$ cat config.mk
export PLATFORM = sky130hd
export DESIGN_NAME = chg_i2c_regs
export DESIGN_NICKNAME = d
export VERILOG_FILES = /design/src/common/chg_pkg.sv /design/src/core/chg_regmem.sv /design/src/core/chg_i2c_regs.sv
export VERILOG_INCLUDE_DIRS = /design/src /design/src/common
export SDC_FILE = /design/constraint.sdc
export NUM_CORES = 1
export LEC_CHECK = 0
export ABC_AREA = 0
export BUFFER_PORTS_ARGS = -buffer_cell sky130_fd_sc_hd__buf_4
export CAP_MARGIN = 5
export CORE_MARGIN = 3
export CORE_UTILIZATION = 57
export CTS_CLUSTER_DIAMETER = 200
export DETAILED_ROUTE_END_ITERATION = 10
export PLACE_DENSITY = 0.76
export SLEW_MARGIN = 20
export SYNTH_ARGS = -nofsm -noshare
export SYNTH_HDL_FRONTEND = slang
export SYNTH_SLANG_ARGS = --single-unit
$ cat constraint.sdc
create_clock -name clk -period 6.9 [get_ports clk]
set_input_delay 2.07 -clock clk [delete_from_list [all_inputs] [get_ports clk]]
set_output_delay 2.07 -clock clk [all_outputs]
set_load 0.02 [all_outputs]
$ cat src/common/chg_map.svh
// Register map and bit layout constants for the charger register bank.
// Assumes inclusion by bare name from design files; definitions only.
`ifndef CHG_MAP_SVH
`define CHG_MAP_SVH

// ============================================================
// Bus addressing
`define CHG_DEV_ADDR        7'h6A
`define CHG_ADDR_ICL        8'h00
`define CHG_ADDR_LAST       8'h0C
`define CHG_ADDR_STAT0      8'h08
`define CHG_ADDR_STAT1      8'h09
`define CHG_ADDR_STAT2      8'h0A
`define CHG_ADDR_PART       8'h0B
`define CHG_UNMAPPED_DATA   8'hFF

// ============================================================
// Reset values
`define CHG_INPUT_CURRENT_LIMIT_RST       8'h17
`define CHG_CHARGER_CONTROL_0_RST       8'h1A
`define CHG_CHARGE_CURRENT_LIMIT_RST       8'h91
`define CHG_REGXX_RST       8'h00

// ============================================================
// Input current limit register layout
`define CHG_BIT_HIZ         7
`define CHG_BIT_TS_OVR      6
`define CHG_BIT_SNS_DIS     5
`define CHG_ICL_MSB         4
`define CHG_ICL_PSEL_HI     5'h04
`define CHG_ICL_PSEL_LO     5'h17
`define CHG_NTC_NORMAL      3'h0

// ============================================================
// Serial engine and storage
`define CHG_BIT_LAST        3'h7
`define CHG_BIT_FIRST       3'h0
`define CHG_MEM_DEPTH       16
`define CHG_MEM_AW          4

`endif

$ cat src/common/chg_pkg.sv
// Types shared by the charger register bank.
// Assumes nothing beyond a SystemVerilog compiler.
package chg_pkg;

    // ============================================================
    // Serial target states
    typedef enum logic [3:0] {
        CHG_ST_IDLE     = 4'h0,
        CHG_ST_DEV_ADDR = 4'h1,
        CHG_ST_DEV_ACK  = 4'h2,
        CHG_ST_REG_ADDR = 4'h3,
        CHG_ST_REG_ACK  = 4'h4,
        CHG_ST_WR_DATA  = 4'h5,
        CHG_ST_WR_ACK   = 4'h6,
        CHG_ST_RD_DATA  = 4'h7,
        CHG_ST_RD_ACK   = 4'h8
    } chg_state_t;

endpackage : chg_pkg

$ cat src/core/chg_regmem.sv
// Byte storage for the plain read/write control registers.
// Assumes one synchronous clock; clr_n is a synchronous active-low clear.
`include "chg_map.svh"

module chg_regmem (
    input  wire logic                     clk,
    input  wire logic                     clr_n,
    input  wire logic                     we,
    input  wire logic [`CHG_MEM_AW-1:0]   waddr,
    input  wire logic [7:0]               wdata,
    input  wire logic [`CHG_MEM_AW-1:0]   raddr,
    output logic      [7:0]               rdata
);

    logic [7:0] word_q [`CHG_MEM_DEPTH];

    function automatic logic [7:0] rst_value(input int idx);
        logic [7:0] v;
        v = `CHG_REGXX_RST;
        if (idx == 1) v = `CHG_CHARGER_CONTROL_0_RST;
        if (idx == 2) v = `CHG_CHARGE_CURRENT_LIMIT_RST;
        return v;
    endfunction : rst_value

    // ============================================================
    // One flop row per word so each can carry its own reset value
    for (genvar i = 0; i < `CHG_MEM_DEPTH; i++) begin : g_word
        always_ff @(posedge clk) begin
            if (!clr_n) begin
                word_q[i] <= rst_value(i);
            end else if (we && (waddr == `CHG_MEM_AW'(i))) begin
                word_q[i] <= wdata;
            end
        end
    end

    always_ff @(posedge clk) begin
        if (!clr_n) begin
            rdata <= `CHG_REGXX_RST;
        end else begin
            rdata <= word_q[raddr];
        end
    end

endmodule : chg_regmem

$ cat src/core/chg_i2c_regs.sv
// Charger register bank reached as a serial two-wire target.
// Assumes scl_in/sda_in already synchronous to clk, which runs far above the bit rate.
// The sda pad is open drain: the bench resolves the wire from sda_oe_n.
`include "chg_map.svh"

// Contract
// RQ1 - Answer as target at seven-bit address 6Ah, then direction bit.
// RQ2 - Offsets 00h-0Ch exist; 00h-07h, 0Ch writable; 08h-0Bh read only.
// RQ3 - Input current limit register resets to 17h, all bits read/write.
// RQ4 - Bit 7 enables high impedance; cleared by register reset and watchdog.
// RQ5 - Bit 6 forces temperature sense good and reports thermistor field 000.
// RQ6 - Bit 5 low uses remote sense pin; high uses battery pin.
// RQ7 - With remote sense selected, fall back to battery pin on sense failure.
// RQ8 - Bits 4:0 are limit code, 100 mA step; reset only by register reset.
// RQ9 - Default limit code is 10111, meaning 2400 mA.
// RQ10 - Source detection done loads 500 mA if select high, 2.4 A if low.
// RQ11 - Host writes its own limit only after source detection completes.
// RQ12 - Reading any offset above 0Ch returns FFh.
// RQ13 - Undefined register address gets not-acknowledge and return to idle.
// RQ14 - Writes to read-only offsets are acknowledged and change nothing.
module chg_i2c_regs (
    input  wire logic       clk,
    input  wire logic       rst_n,
    input  wire logic       scl_in,
    input  wire logic       sda_in,
    output logic            sda_out,
    output logic            sda_oe_n,
    input  wire logic       reg_reset,
    input  wire logic       watchdog_expired,
    input  wire logic       source_detect_done,
    input  wire logic       power_select_pin,
    input  wire logic       remote_sense_fail_flag,
    input  wire logic       temp_sense_pin_good,
    input  wire logic [2:0] thermistor_fault_raw,
    input  wire logic [7:0] status_0,
    input  wire logic [7:0] status_1,
    input  wire logic [7:0] status_2,
    input  wire logic [7:0] part_info,
    output logic            high_impedance_enable,
    output logic            temp_sense_ok,
    output logic [2:0]      thermistor_fault_field,
    output logic            use_battery_pin,
    output logic [4:0]      input_current_limit_code
);

    // ============================================================
    // Pin sampling and bus events
    logic scl_q, sda_q, scl_prev_q, sda_prev_q;

    always_ff @(posedge clk) begin
        if (!rst_n) begin
            scl_q      <= 1'b1;
            sda_q      <= 1'b1;
            scl_prev_q <= 1'b1;
            sda_prev_q <= 1'b1;
        end else begin
            scl_q      <= scl_in;
            sda_q      <= sda_in;
            scl_prev_q <= scl_q;
            sda_prev_q <= sda_q;
        end
    end

    wire start_det = scl_q && scl_prev_q && sda_prev_q && !sda_q;
    wire stop_det  = scl_q && scl_prev_q && !sda_prev_q && sda_q;
    wire scl_rise  = scl_q && !scl_prev_q;
    wire scl_fall  = !scl_q && scl_prev_q;

    // ============================================================
    // Address decoding
    function automatic logic is_read_only(input logic [7:0] a);
        return (a >= `CHG_ADDR_STAT0) && (a <= `CHG_ADDR_PART);
    endfunction : is_read_only

    function automatic logic is_defined(input logic [7:0] a);
        return a <= `CHG_ADDR_LAST;
    endfunction : is_defined

    chg_pkg::chg_state_t state_q, state_d;
    logic [7:0] shift_q, shift_d;
    logic [7:0] ptr_q, ptr_d;
    logic [2:0] bit_cnt_q, bit_cnt_d;
    logic       byte_done_q, byte_done_d;
    logic       drive_q, drive_d;
    logic       rw_q, rw_d;
    logic       host_ack_q, host_ack_d;
    logic       wr_commit;
    logic [7:0] input_current_limit_q, input_current_limit_d;
    logic [7:0] mem_rdata;
    logic [7:0] rd_byte;

    wire addr_match = shift_q[7:1] == `CHG_DEV_ADDR;
    wire ptr_ok     = is_defined(ptr_q);
    wire icl_wr     = wr_commit && (ptr_q == `CHG_ADDR_ICL);
    wire mem_we     = wr_commit && (ptr_q != `CHG_ADDR_ICL) && !is_read_only(ptr_q); // [RQ14]
    wire rx_state   = (state_q == chg_pkg::CHG_ST_DEV_ADDR) ||
                      (state_q == chg_pkg::CHG_ST_REG_ADDR) ||
                      (state_q == chg_pkg::CHG_ST_WR_DATA);

    // Status and identity bytes come straight from the analog side
    assign rd_byte = !ptr_ok                      ? `CHG_UNMAPPED_DATA : // [RQ12]
                     (ptr_q == `CHG_ADDR_ICL)   ? input_current_limit_q   :
                     (ptr_q == `CHG_ADDR_STAT0) ? status_0  :
                     (ptr_q == `CHG_ADDR_STAT1) ? status_1  :
                     (ptr_q == `CHG_ADDR_STAT2) ? status_2  :
                     (ptr_q == `CHG_ADDR_PART)  ? part_info : mem_rdata; // [RQ2]

    // ============================================================
    // Serial target sequencing
    always_comb begin
        state_d     = state_q;
        shift_d     = shift_q;
        ptr_d       = ptr_q;
        bit_cnt_d   = bit_cnt_q;
        byte_done_d = byte_done_q;
        drive_d     = drive_q;
        rw_d        = rw_q;
        host_ack_d  = host_ack_q;
        wr_commit   = 1'b0;
        if (start_det) begin
            state_d     = chg_pkg::CHG_ST_DEV_ADDR;
            bit_cnt_d   = `CHG_BIT_FIRST;
            byte_done_d = 1'b0;
            drive_d     = 1'b0;
        end else if (stop_det) begin
            state_d     = chg_pkg::CHG_ST_IDLE;
            drive_d     = 1'b0;
        end else if (scl_rise) begin
            if (rx_state) begin
                shift_d = {shift_q[6:0], sda_q};
            end
            if (rx_state || state_q == chg_pkg::CHG_ST_RD_DATA) begin
                bit_cnt_d   = bit_cnt_q + 3'h1;
                byte_done_d = bit_cnt_q == `CHG_BIT_LAST;
            end
            if (state_q == chg_pkg::CHG_ST_RD_ACK) begin
                host_ack_d = !sda_q;
            end
        end else if (scl_fall) begin
            unique case (state_q)
                chg_pkg::CHG_ST_IDLE: begin
                end
                chg_pkg::CHG_ST_DEV_ADDR: begin
                    if (byte_done_q) begin
                        byte_done_d = 1'b0;
                        if (addr_match) begin // [RQ1]
                            state_d = chg_pkg::CHG_ST_DEV_ACK;
                            drive_d = 1'b1;
                            rw_d    = shift_q[0];
                        end else begin
                            state_d = chg_pkg::CHG_ST_IDLE;
                        end
                    end
                end
                chg_pkg::CHG_ST_DEV_ACK, chg_pkg::CHG_ST_RD_ACK: begin
                    bit_cnt_d = `CHG_BIT_FIRST;
                    if ((state_q == chg_pkg::CHG_ST_DEV_ACK && rw_q) ||
                        (state_q == chg_pkg::CHG_ST_RD_ACK && host_ack_q)) begin
                        state_d = chg_pkg::CHG_ST_RD_DATA;
                        shift_d = {rd_byte[6:0], 1'b0};
                        drive_d = !rd_byte[7];
                        ptr_d   = ptr_q + 8'h01;
                    end else if (state_q == chg_pkg::CHG_ST_DEV_ACK) begin
                        state_d = chg_pkg::CHG_ST_REG_ADDR;
                        drive_d = 1'b0;
                    end else begin
                        state_d = chg_pkg::CHG_ST_IDLE;
                        drive_d = 1'b0;
                    end
                end
                chg_pkg::CHG_ST_REG_ADDR: begin
                    if (byte_done_q) begin
                        byte_done_d = 1'b0;
                        ptr_d       = shift_q;
                        if (is_defined(shift_q)) begin
                            state_d = chg_pkg::CHG_ST_REG_ACK;
                            drive_d = 1'b1;
                        end else begin
                            state_d = chg_pkg::CHG_ST_IDLE; // [RQ13]
                        end
                    end
                end
                chg_pkg::CHG_ST_REG_ACK, chg_pkg::CHG_ST_WR_ACK: begin
                    drive_d   = 1'b0;
                    bit_cnt_d = `CHG_BIT_FIRST;
                    state_d   = chg_pkg::CHG_ST_WR_DATA;
                    if (state_q == chg_pkg::CHG_ST_WR_ACK) begin
                        ptr_d = ptr_q + 8'h01;
                    end
                end
                chg_pkg::CHG_ST_WR_DATA: begin
                    if (byte_done_q) begin
                        byte_done_d = 1'b0;
                        if (ptr_ok) begin // [RQ2]
                            wr_commit = 1'b1;
                            drive_d   = 1'b1;
                            state_d   = chg_pkg::CHG_ST_WR_ACK;
                        end else begin
                            state_d   = chg_pkg::CHG_ST_IDLE; // [RQ13]
                        end
                    end
                end
                chg_pkg::CHG_ST_RD_DATA: begin
                    if (byte_done_q) begin
                        byte_done_d = 1'b0;
                        drive_d     = 1'b0;
                        state_d     = chg_pkg::CHG_ST_RD_ACK;
                    end else begin
                        drive_d = !shift_q[7];
                        shift_d = {shift_q[6:0], 1'b0};
                    end
                end
                default: begin
                    state_d = chg_pkg::CHG_ST_IDLE;
                    drive_d = 1'b0;
                end
            endcase
        end
    end

    always_ff @(posedge clk) begin
        if (!rst_n) begin
            state_q     <= chg_pkg::CHG_ST_IDLE;
            shift_q     <= `CHG_REGXX_RST;
            ptr_q       <= `CHG_ADDR_ICL;
            bit_cnt_q   <= `CHG_BIT_FIRST;
            byte_done_q <= 1'b0;
            drive_q     <= 1'b0;
            rw_q        <= 1'b0;
            host_ack_q  <= 1'b0;
        end else begin
            state_q     <= state_d;
            shift_q     <= shift_d;
            ptr_q       <= ptr_d;
            bit_cnt_q   <= bit_cnt_d;
            byte_done_q <= byte_done_d;
            drive_q     <= drive_d;
            rw_q        <= rw_d;
            host_ack_q  <= host_ack_d;
        end
    end

    // Open drain: only ever pull low
    assign sda_out  = 1'b0;
    assign sda_oe_n = !drive_q;

    // ============================================================
    // Input current limit register
    // Detection result beats a host write in the same cycle, so an early
    // host value is lost; the host is expected to wait for detection [RQ11]
    always_comb begin
        input_current_limit_d = icl_wr ? shift_q : input_current_limit_q; // [RQ3]
        if (watchdog_expired) begin
            input_current_limit_d[`CHG_BIT_HIZ] = 1'b0; // [RQ4]
        end
        if (source_detect_done) begin
            input_current_limit_d[`CHG_ICL_MSB:0] = power_select_pin ? `CHG_ICL_PSEL_HI
                                                       : `CHG_ICL_PSEL_LO; // [RQ10]
        end
        if (reg_reset) begin
            input_current_limit_d = `CHG_INPUT_CURRENT_LIMIT_RST; // [RQ8] [RQ9]
        end
    end

    always_ff @(posedge clk) begin
        if (!rst_n) begin
            input_current_limit_q <= `CHG_INPUT_CURRENT_LIMIT_RST; // [RQ3] [RQ9]
        end else begin
            input_current_limit_q <= input_current_limit_d;
        end
    end

    // ============================================================
    // Other control bytes
    chg_regmem u_regmem (
        .clk   (clk),
        .clr_n (rst_n && !reg_reset),
        .we    (mem_we),
        .waddr (ptr_q[`CHG_MEM_AW-1:0]),
        .wdata (shift_q),
        .raddr (ptr_q[`CHG_MEM_AW-1:0]),
        .rdata (mem_rdata)
    );

    // ============================================================
    // Analog-facing controls
    logic       ts_ok_q, bat_pin_q;
    logic [2:0] ntc_q;

    always_ff @(posedge clk) begin
        if (!rst_n) begin
            ts_ok_q   <= 1'b0;
            bat_pin_q <= 1'b0;
            ntc_q     <= `CHG_NTC_NORMAL;
        end else begin
            ts_ok_q   <= input_current_limit_q[`CHG_BIT_TS_OVR] || temp_sense_pin_good; // [RQ5]
            ntc_q     <= input_current_limit_q[`CHG_BIT_TS_OVR] ? `CHG_NTC_NORMAL
                                                  : thermistor_fault_raw; // [RQ5]
            // Sense failure forces the battery pin even if remote sense chosen
            bat_pin_q <= input_current_limit_q[`CHG_BIT_SNS_DIS] || remote_sense_fail_flag; // [RQ6] [RQ7]
        end
    end

    assign high_impedance_enable    = input_current_limit_q[`CHG_BIT_HIZ]; // [RQ4]
    assign temp_sense_ok            = ts_ok_q;
    assign thermistor_fault_field   = ntc_q;
    assign use_battery_pin          = bat_pin_q;
    assign input_current_limit_code = input_current_limit_q[`CHG_ICL_MSB:0]; // [RQ8]
endmodule : chg_i2c_regs

; Word level (Yosys, flattened, before mapping)
; Memory sizes are Yosys's and may differ from the RTL's. A register that Yosys moved wholly into a read port is not among the register bits.
; Cells that the tools add are included.
[op_classes]
n_eq_ne = 48
n_lt_le_gt_ge = 4
mux = 122
n_addsub = 2
reduce_logical = 75
bitwise = 21
[ops]
columns = op, n
row1 = $mux W8, 30
row2 = $mux W1, 72
row3 = $eq A4 B4 Y1 const B, 9
row4 = $eq A4 B3 Y1 const B, 8
row5 = $eq A8 B4 Y1 const B, 4
row6 = $logic_and A1 B1 Y1, 30
row7 = $pmux W4 S7, 1
row8 = $reduce_and A7 Y1, 4
row9 = $le A8 B4 Y1 const B, 3
row10 = $pmux W8 S3, 1
row11 = $mux W3, 7
row12 = $eq A4 B2 Y1 const B, 4
row13 = $mux W4, 4
row14 = $ne A2 B2 Y1 const B, 8
row15 = $ne A4 B4 Y1 const B, 4
row16 = $or A1 B1 Y1, 16
row17 = $pmux W8 S2, 1
row18 = $mux W5, 3
row19 = $ne A3 B3 Y1 const B, 4
row20 = $reduce_and A4 Y1, 3
row21 = $logic_not A1 Y1, 10
row22 = $reduce_or A2 Y1, 5
row23 = $reduce_and A9 Y1, 1
row24 = $reduce_bool A3 Y1, 3
row25 = 18 further kinds, 37
[totals]
ram_bits = 128
ff_bits = 44
wordCells = 292
memories = 1
out_inout_bits = 13
[mem_list]
columns = memory, depth, width, rd, rd_clocked_by_memory_dff, write_ports, line_no
row1 = u_regmem.word_q, 16, 8, 1, 1, 16, chg_regmem.sv:15  ; logic [7:0] word_q [`CHG_MEM_DEPTH];

; Longest topological paths before layout
[depth]
depth_word = 15
ltp_mapped = 10
ltp_nobuf = 7

; Modules after synthesis
; From an unflattened synthesis, not the netlist that was laid out.
[unflattened]
hier_cells = 857
area_unflattened_um2 = 9439.1
[modules_own_cells]
columns = mod, area_each_um2, seq_area_each_um2, cells_each, n_inst
row1 = chg_regmem, 6237.2, 4003.8, 450, 1
row2 = chg_i2c_regs, 3201.8, 880.8, 407, 1

; Worst setup path before layout
; OpenSTA, ideal clock, no wires.
[synth_path]
path_kind = input-to-reg
from = in rst_n
to = mem u_regmem.word_q[1][0] (enable)
required_ns = 6.597
n_path_buf = 2
slack_ns = 3.589
arrival_ns = 3.008
stages = 5
path_cell_list = inv_1 > nor2_1 > clkbuf_1 > clkbuf_1 > nand2_1
[synth_lines]
columns = item, line_no
row1 = "start, declared", chg_i2c_regs.sv:23  ; input wire logic rst_n,
row2 = "end, declared", chg_regmem.sv:15

==> out/metrics.yaml <==
cap_violations: 0
holdPathStages: 2
io_pins: 58
clock-root-buffer: "clkbuf_16"
synth_area_leaders: "edfxtp_1 42%, dfxtp_1 11%, mux4_2 9.9%"
hold_end: "scl_prev_q"
synthToLayoutAreaGrowth_pct: 12.6
yosys_warnings: 0
overflow: 0
clkPwrFrac_pct: 40.6
placed_cell_area_um2: 9610
post_cts_buffers: 0
n_antenna_cell: 0
avgViaCountPerCell: 6.19
ctsHtreeMaxLevel: 4
ys_ff_latch: 180
fin_area_um2: 10200
yosysSeqAreaShare_pct: 53.9
leakagePower_nw: 3.89
nNetsFinal: 866
cts_tree: "yes"
grt_util_all_layers_pct: 25.0
cts.sinks: 180
fin_cells: 1036
fillers: 1130
hold_viol_final: 0
synth_async_sr_flop_share_pct: 0
first_global_vias: 6269
hpwl_um: 14400
layout-drive-gt1-share_pct: 19.5
fmax_mhz: 233
finalClockSkew_ps: 8.46
dp.cells: 1004
rr_endpoint: "u_regmem.word_q[13][6]"
synthFlopType: "edfxtp_1"
path_class: "input port to flip-flop"
clockBufferDepth: 2
cts_hold_buffers: 0
grt_pass1_wl_um: 34000
period_needed_ps: 4300
preCtsSetupSlack_ps: 1750
cpPeakStageDelay_ps: 580
p_int_mw: 1.78
setup_viol: 0
die_w_um: 132
fp-row-count: 45
clkTransAtPathRegs_ps: 70
synth_edf_count: 128
multiInputGateArea_um2: 3880
ctsResizeCount: 0
first_pass_iters: 6
drv_slew: 0
rsz0062_at_grt: "no"
slew_headroom_pct: 37.7
combPwrFrac_pct: 6.1
tns_ps: 0
synth_top_area_cell: "edfxtp_1"
p_sw_share_pct: 23.0
core_area_um2: 15400
startpoint_type: "input port"
p_per_area_nw_per_um2: 227
worstReg2RegStart: "ptr_q[0]"
wl_per_cell_um: 20.5
dieArea_um2: 17400
worstPathRequired_ps: 7200
synth.top_cell.area_share_pct: 42.4
r2r_cells: 7
cp_top_family: "simple AND/OR/NAND/NOR gates"
dr_total_vias: 6408
die_height_um: 132
tightest_slew_ps: 933
crit_path_end_kind: "flip-flop"
start_util_pct: 58.9
seqPwrFrac_pct: 53.3
numCtsBuffers: 17
p_sw_mw: 0.534
ant_nets: 0
clock_latency_ps: 430
gp_congestion: 0.965
synthDistinctLibCells: 64
seqCellArea_um2: 4890
worst-path-max-fanout: 32
hold_class: "flip-flop to flip-flop"
fin_crit_sh_pct: 62.3
grt_start_max_net_pins: 37
crit_chain: "buf_4, inv_1, nor2_4, inv_1, nor2_1, and4_2, and3_1"
antenna_found_initial: 0
ir_worst_vdd_mv: 0.174
postSynthAreaPerCell_um2: 11.9
finalWirelength_um: 21300
drc: 0
setup_ws_ps: 2600
cp.arrival_ps: 4600
total_power_mw: 2.32
status: "finished, final reports clean"
dr.first_iter.drc_count: 730
min_from: "scl_q"
crit_path_top_delay_cell: "nor2_4"
syn_area_um2: 9060
netlist_instances: 763
reg2reg_slack_ps: 3860
port_buffers: 56
critPathMostFrequentCell: "inv_1"
critPathBufInv: 3
[routing by layer]
metal	GRT usage [%]	wire length [um]	vias up
li1	-	-	2903
met1	34.5	8880	3158
met2	39.7	10300	294
met3	5.38	1510	53
met4	8.93	617	0
met5	0	0	-
[flip-flops by register name, indices dropped and copies added, names as in the netlist, 3 cells and up]
register                count
u_regmem.word_q           128
ptr_q                       8
shift_q                     8
state_q                     4
u_regmem.rdata              8
bit_cnt_q                   3
thermistor_fault_field      3
input_current_limit_q       8
[per-stage QoR]
stage / hold slack [ps] / util [%]
4_1_cts: 506 / 66.3
6_report: 501 / 66.3
2_1_floorplan: 453 / -
5_1_grt: 544 / 66.3
3_3_place_gp: 480 / 62.5
3_5_place_dp: 494 / 62.5
[power by group through the flow]
| stage | Sequential (mW) | Combinational [mW] | Clock (mW) |
|---|---|---|---|
| after floorplan | 1.24 | 0.0911 | 0 |
| after global placement | 1.25 | 0.136 | 0 |
| after detailed placement | 1.26 | 0.138 | 0 |
| after CTS | 1.23 | 0.139 | 0.951 |
| after global routing | 1.24 | 0.152 | 1.00 |
| final | 1.23 | 0.141 | 0.941 |
[synth_stat cells (all sizes together), types with 4 or more instances]
library cell / instances
a211oi: 5
a21oi: 32
edfxtp: 128
dfxtp: 52
inv: 32
mux2i: 21
o21ai: 18
nor3: 10
nor2b: 6
a32o: 7
a31oi: 6
clkbuf: 43
a41oi: 10
and4b: 4
and2: 58
nand4: 4
nand2b: 12
nor2: 52
buf: 29
and3: 53
nand2: 55
o2111ai: 11
o21a: 5
nand3: 9
nor4: 9
mux4: 40
ha: 9
[final cells by class]
type                    count  share of cell area, %
flip-flops and latches    180                   47.9
multi-input cells         519                   38.1
well taps                 211                   2.59
clock buffers              19                   4.25
repair buffers             62                   4.56
clock inverters            13                   1.40
inverters                  32                   1.18
[worst max path at each step]
stage | end | startpoint | depth (start not counted)
floorplan | u_regmem.word_q[1][0] | rst_n | 5
CTS | u_regmem.word_q[14][2] | rst_n | 7
detailed placement | u_regmem.word_q[13][1] | rst_n | 7
finish | u_regmem.word_q[13][1] | rst_n | 7
global route | u_regmem.word_q[14][1] | rst_n | 7
global placement | u_regmem.word_q[13][2] | rst_n | 7
[kinds of logic (layout without fill, tap and decap cells)]
group | count (synthesis) | after routing | synth area share, %
AOI/OAI and AO/OA | 117 | 117 | 9.32
xor gates and xnor gates | 1 | 1 | 0.304
adders and majority gates | 9 | 9 | 1.24
buffers and inverters | 104 | 126 | 5.06
DFF | 180 | 180 | 53.9
muxes | 61 | 61 | 12.3
other | 1 | 41 | 0.0414
and+or+nand+nor | 290 | 290 | 17.8
[worst register-to-register path: cells and delay by family, from the launching register on]
kind | cells | cell delay [ps]
adders and majority gates | 1 | 420
buffers and inverters | 2 | 640
DFF | 1 | 660
AOI/OAI and AO/OA | 1 | 330
and+or+nand+nor | 3 | 620
[placed cells by master, fill, tap and decap left out, types with 3 or more instances in the layout]
cell | synthesis | layout
edfxtp_1 | 128 | 128
a32o_1 | 7 | 7
nand2b_1 | 12 | 12
nor3b_1 | 3 | 3
nand3_1 | 9 | 9
inv_1 | 32 | 32
conb_1 | 1 | 41
ha_1 | 9 | 9
o21a_1 | 5 | 5
o211ai_1 | 3 | 3
clkbuf_16 | 0 | 17
nor3_1 | 10 | 10
mux2i_1 | 21 | 21
buf_4 | 9 | 62
a211oi_1 | 5 | 5
inv_8 | 0 | 4
o2111ai_1 | 11 | 10
and3_2 | 7 | 7
nor4_1 | 9 | 8
nand4_1 | 4 | 4
nor2_1 | 51 | 50
and2_1 | 57 | 57
nor2b_1 | 6 | 6
a22oi_1 | 3 | 3
a21oi_1 | 32 | 32
mux4_2 | 40 | 40
a41oi_1 | 10 | 10
clkinv_4 | 0 | 4
nand2_1 | 55 | 55
a31oi_1 | 5 | 5
o21ai_0 | 17 | 17
dfxtp_1 | 52 | 51
o31ai_1 | 3 | 3
and3_1 | 46 | 46
o221a_2 | 3 | 3
Power figures use the tool's default switching activity.
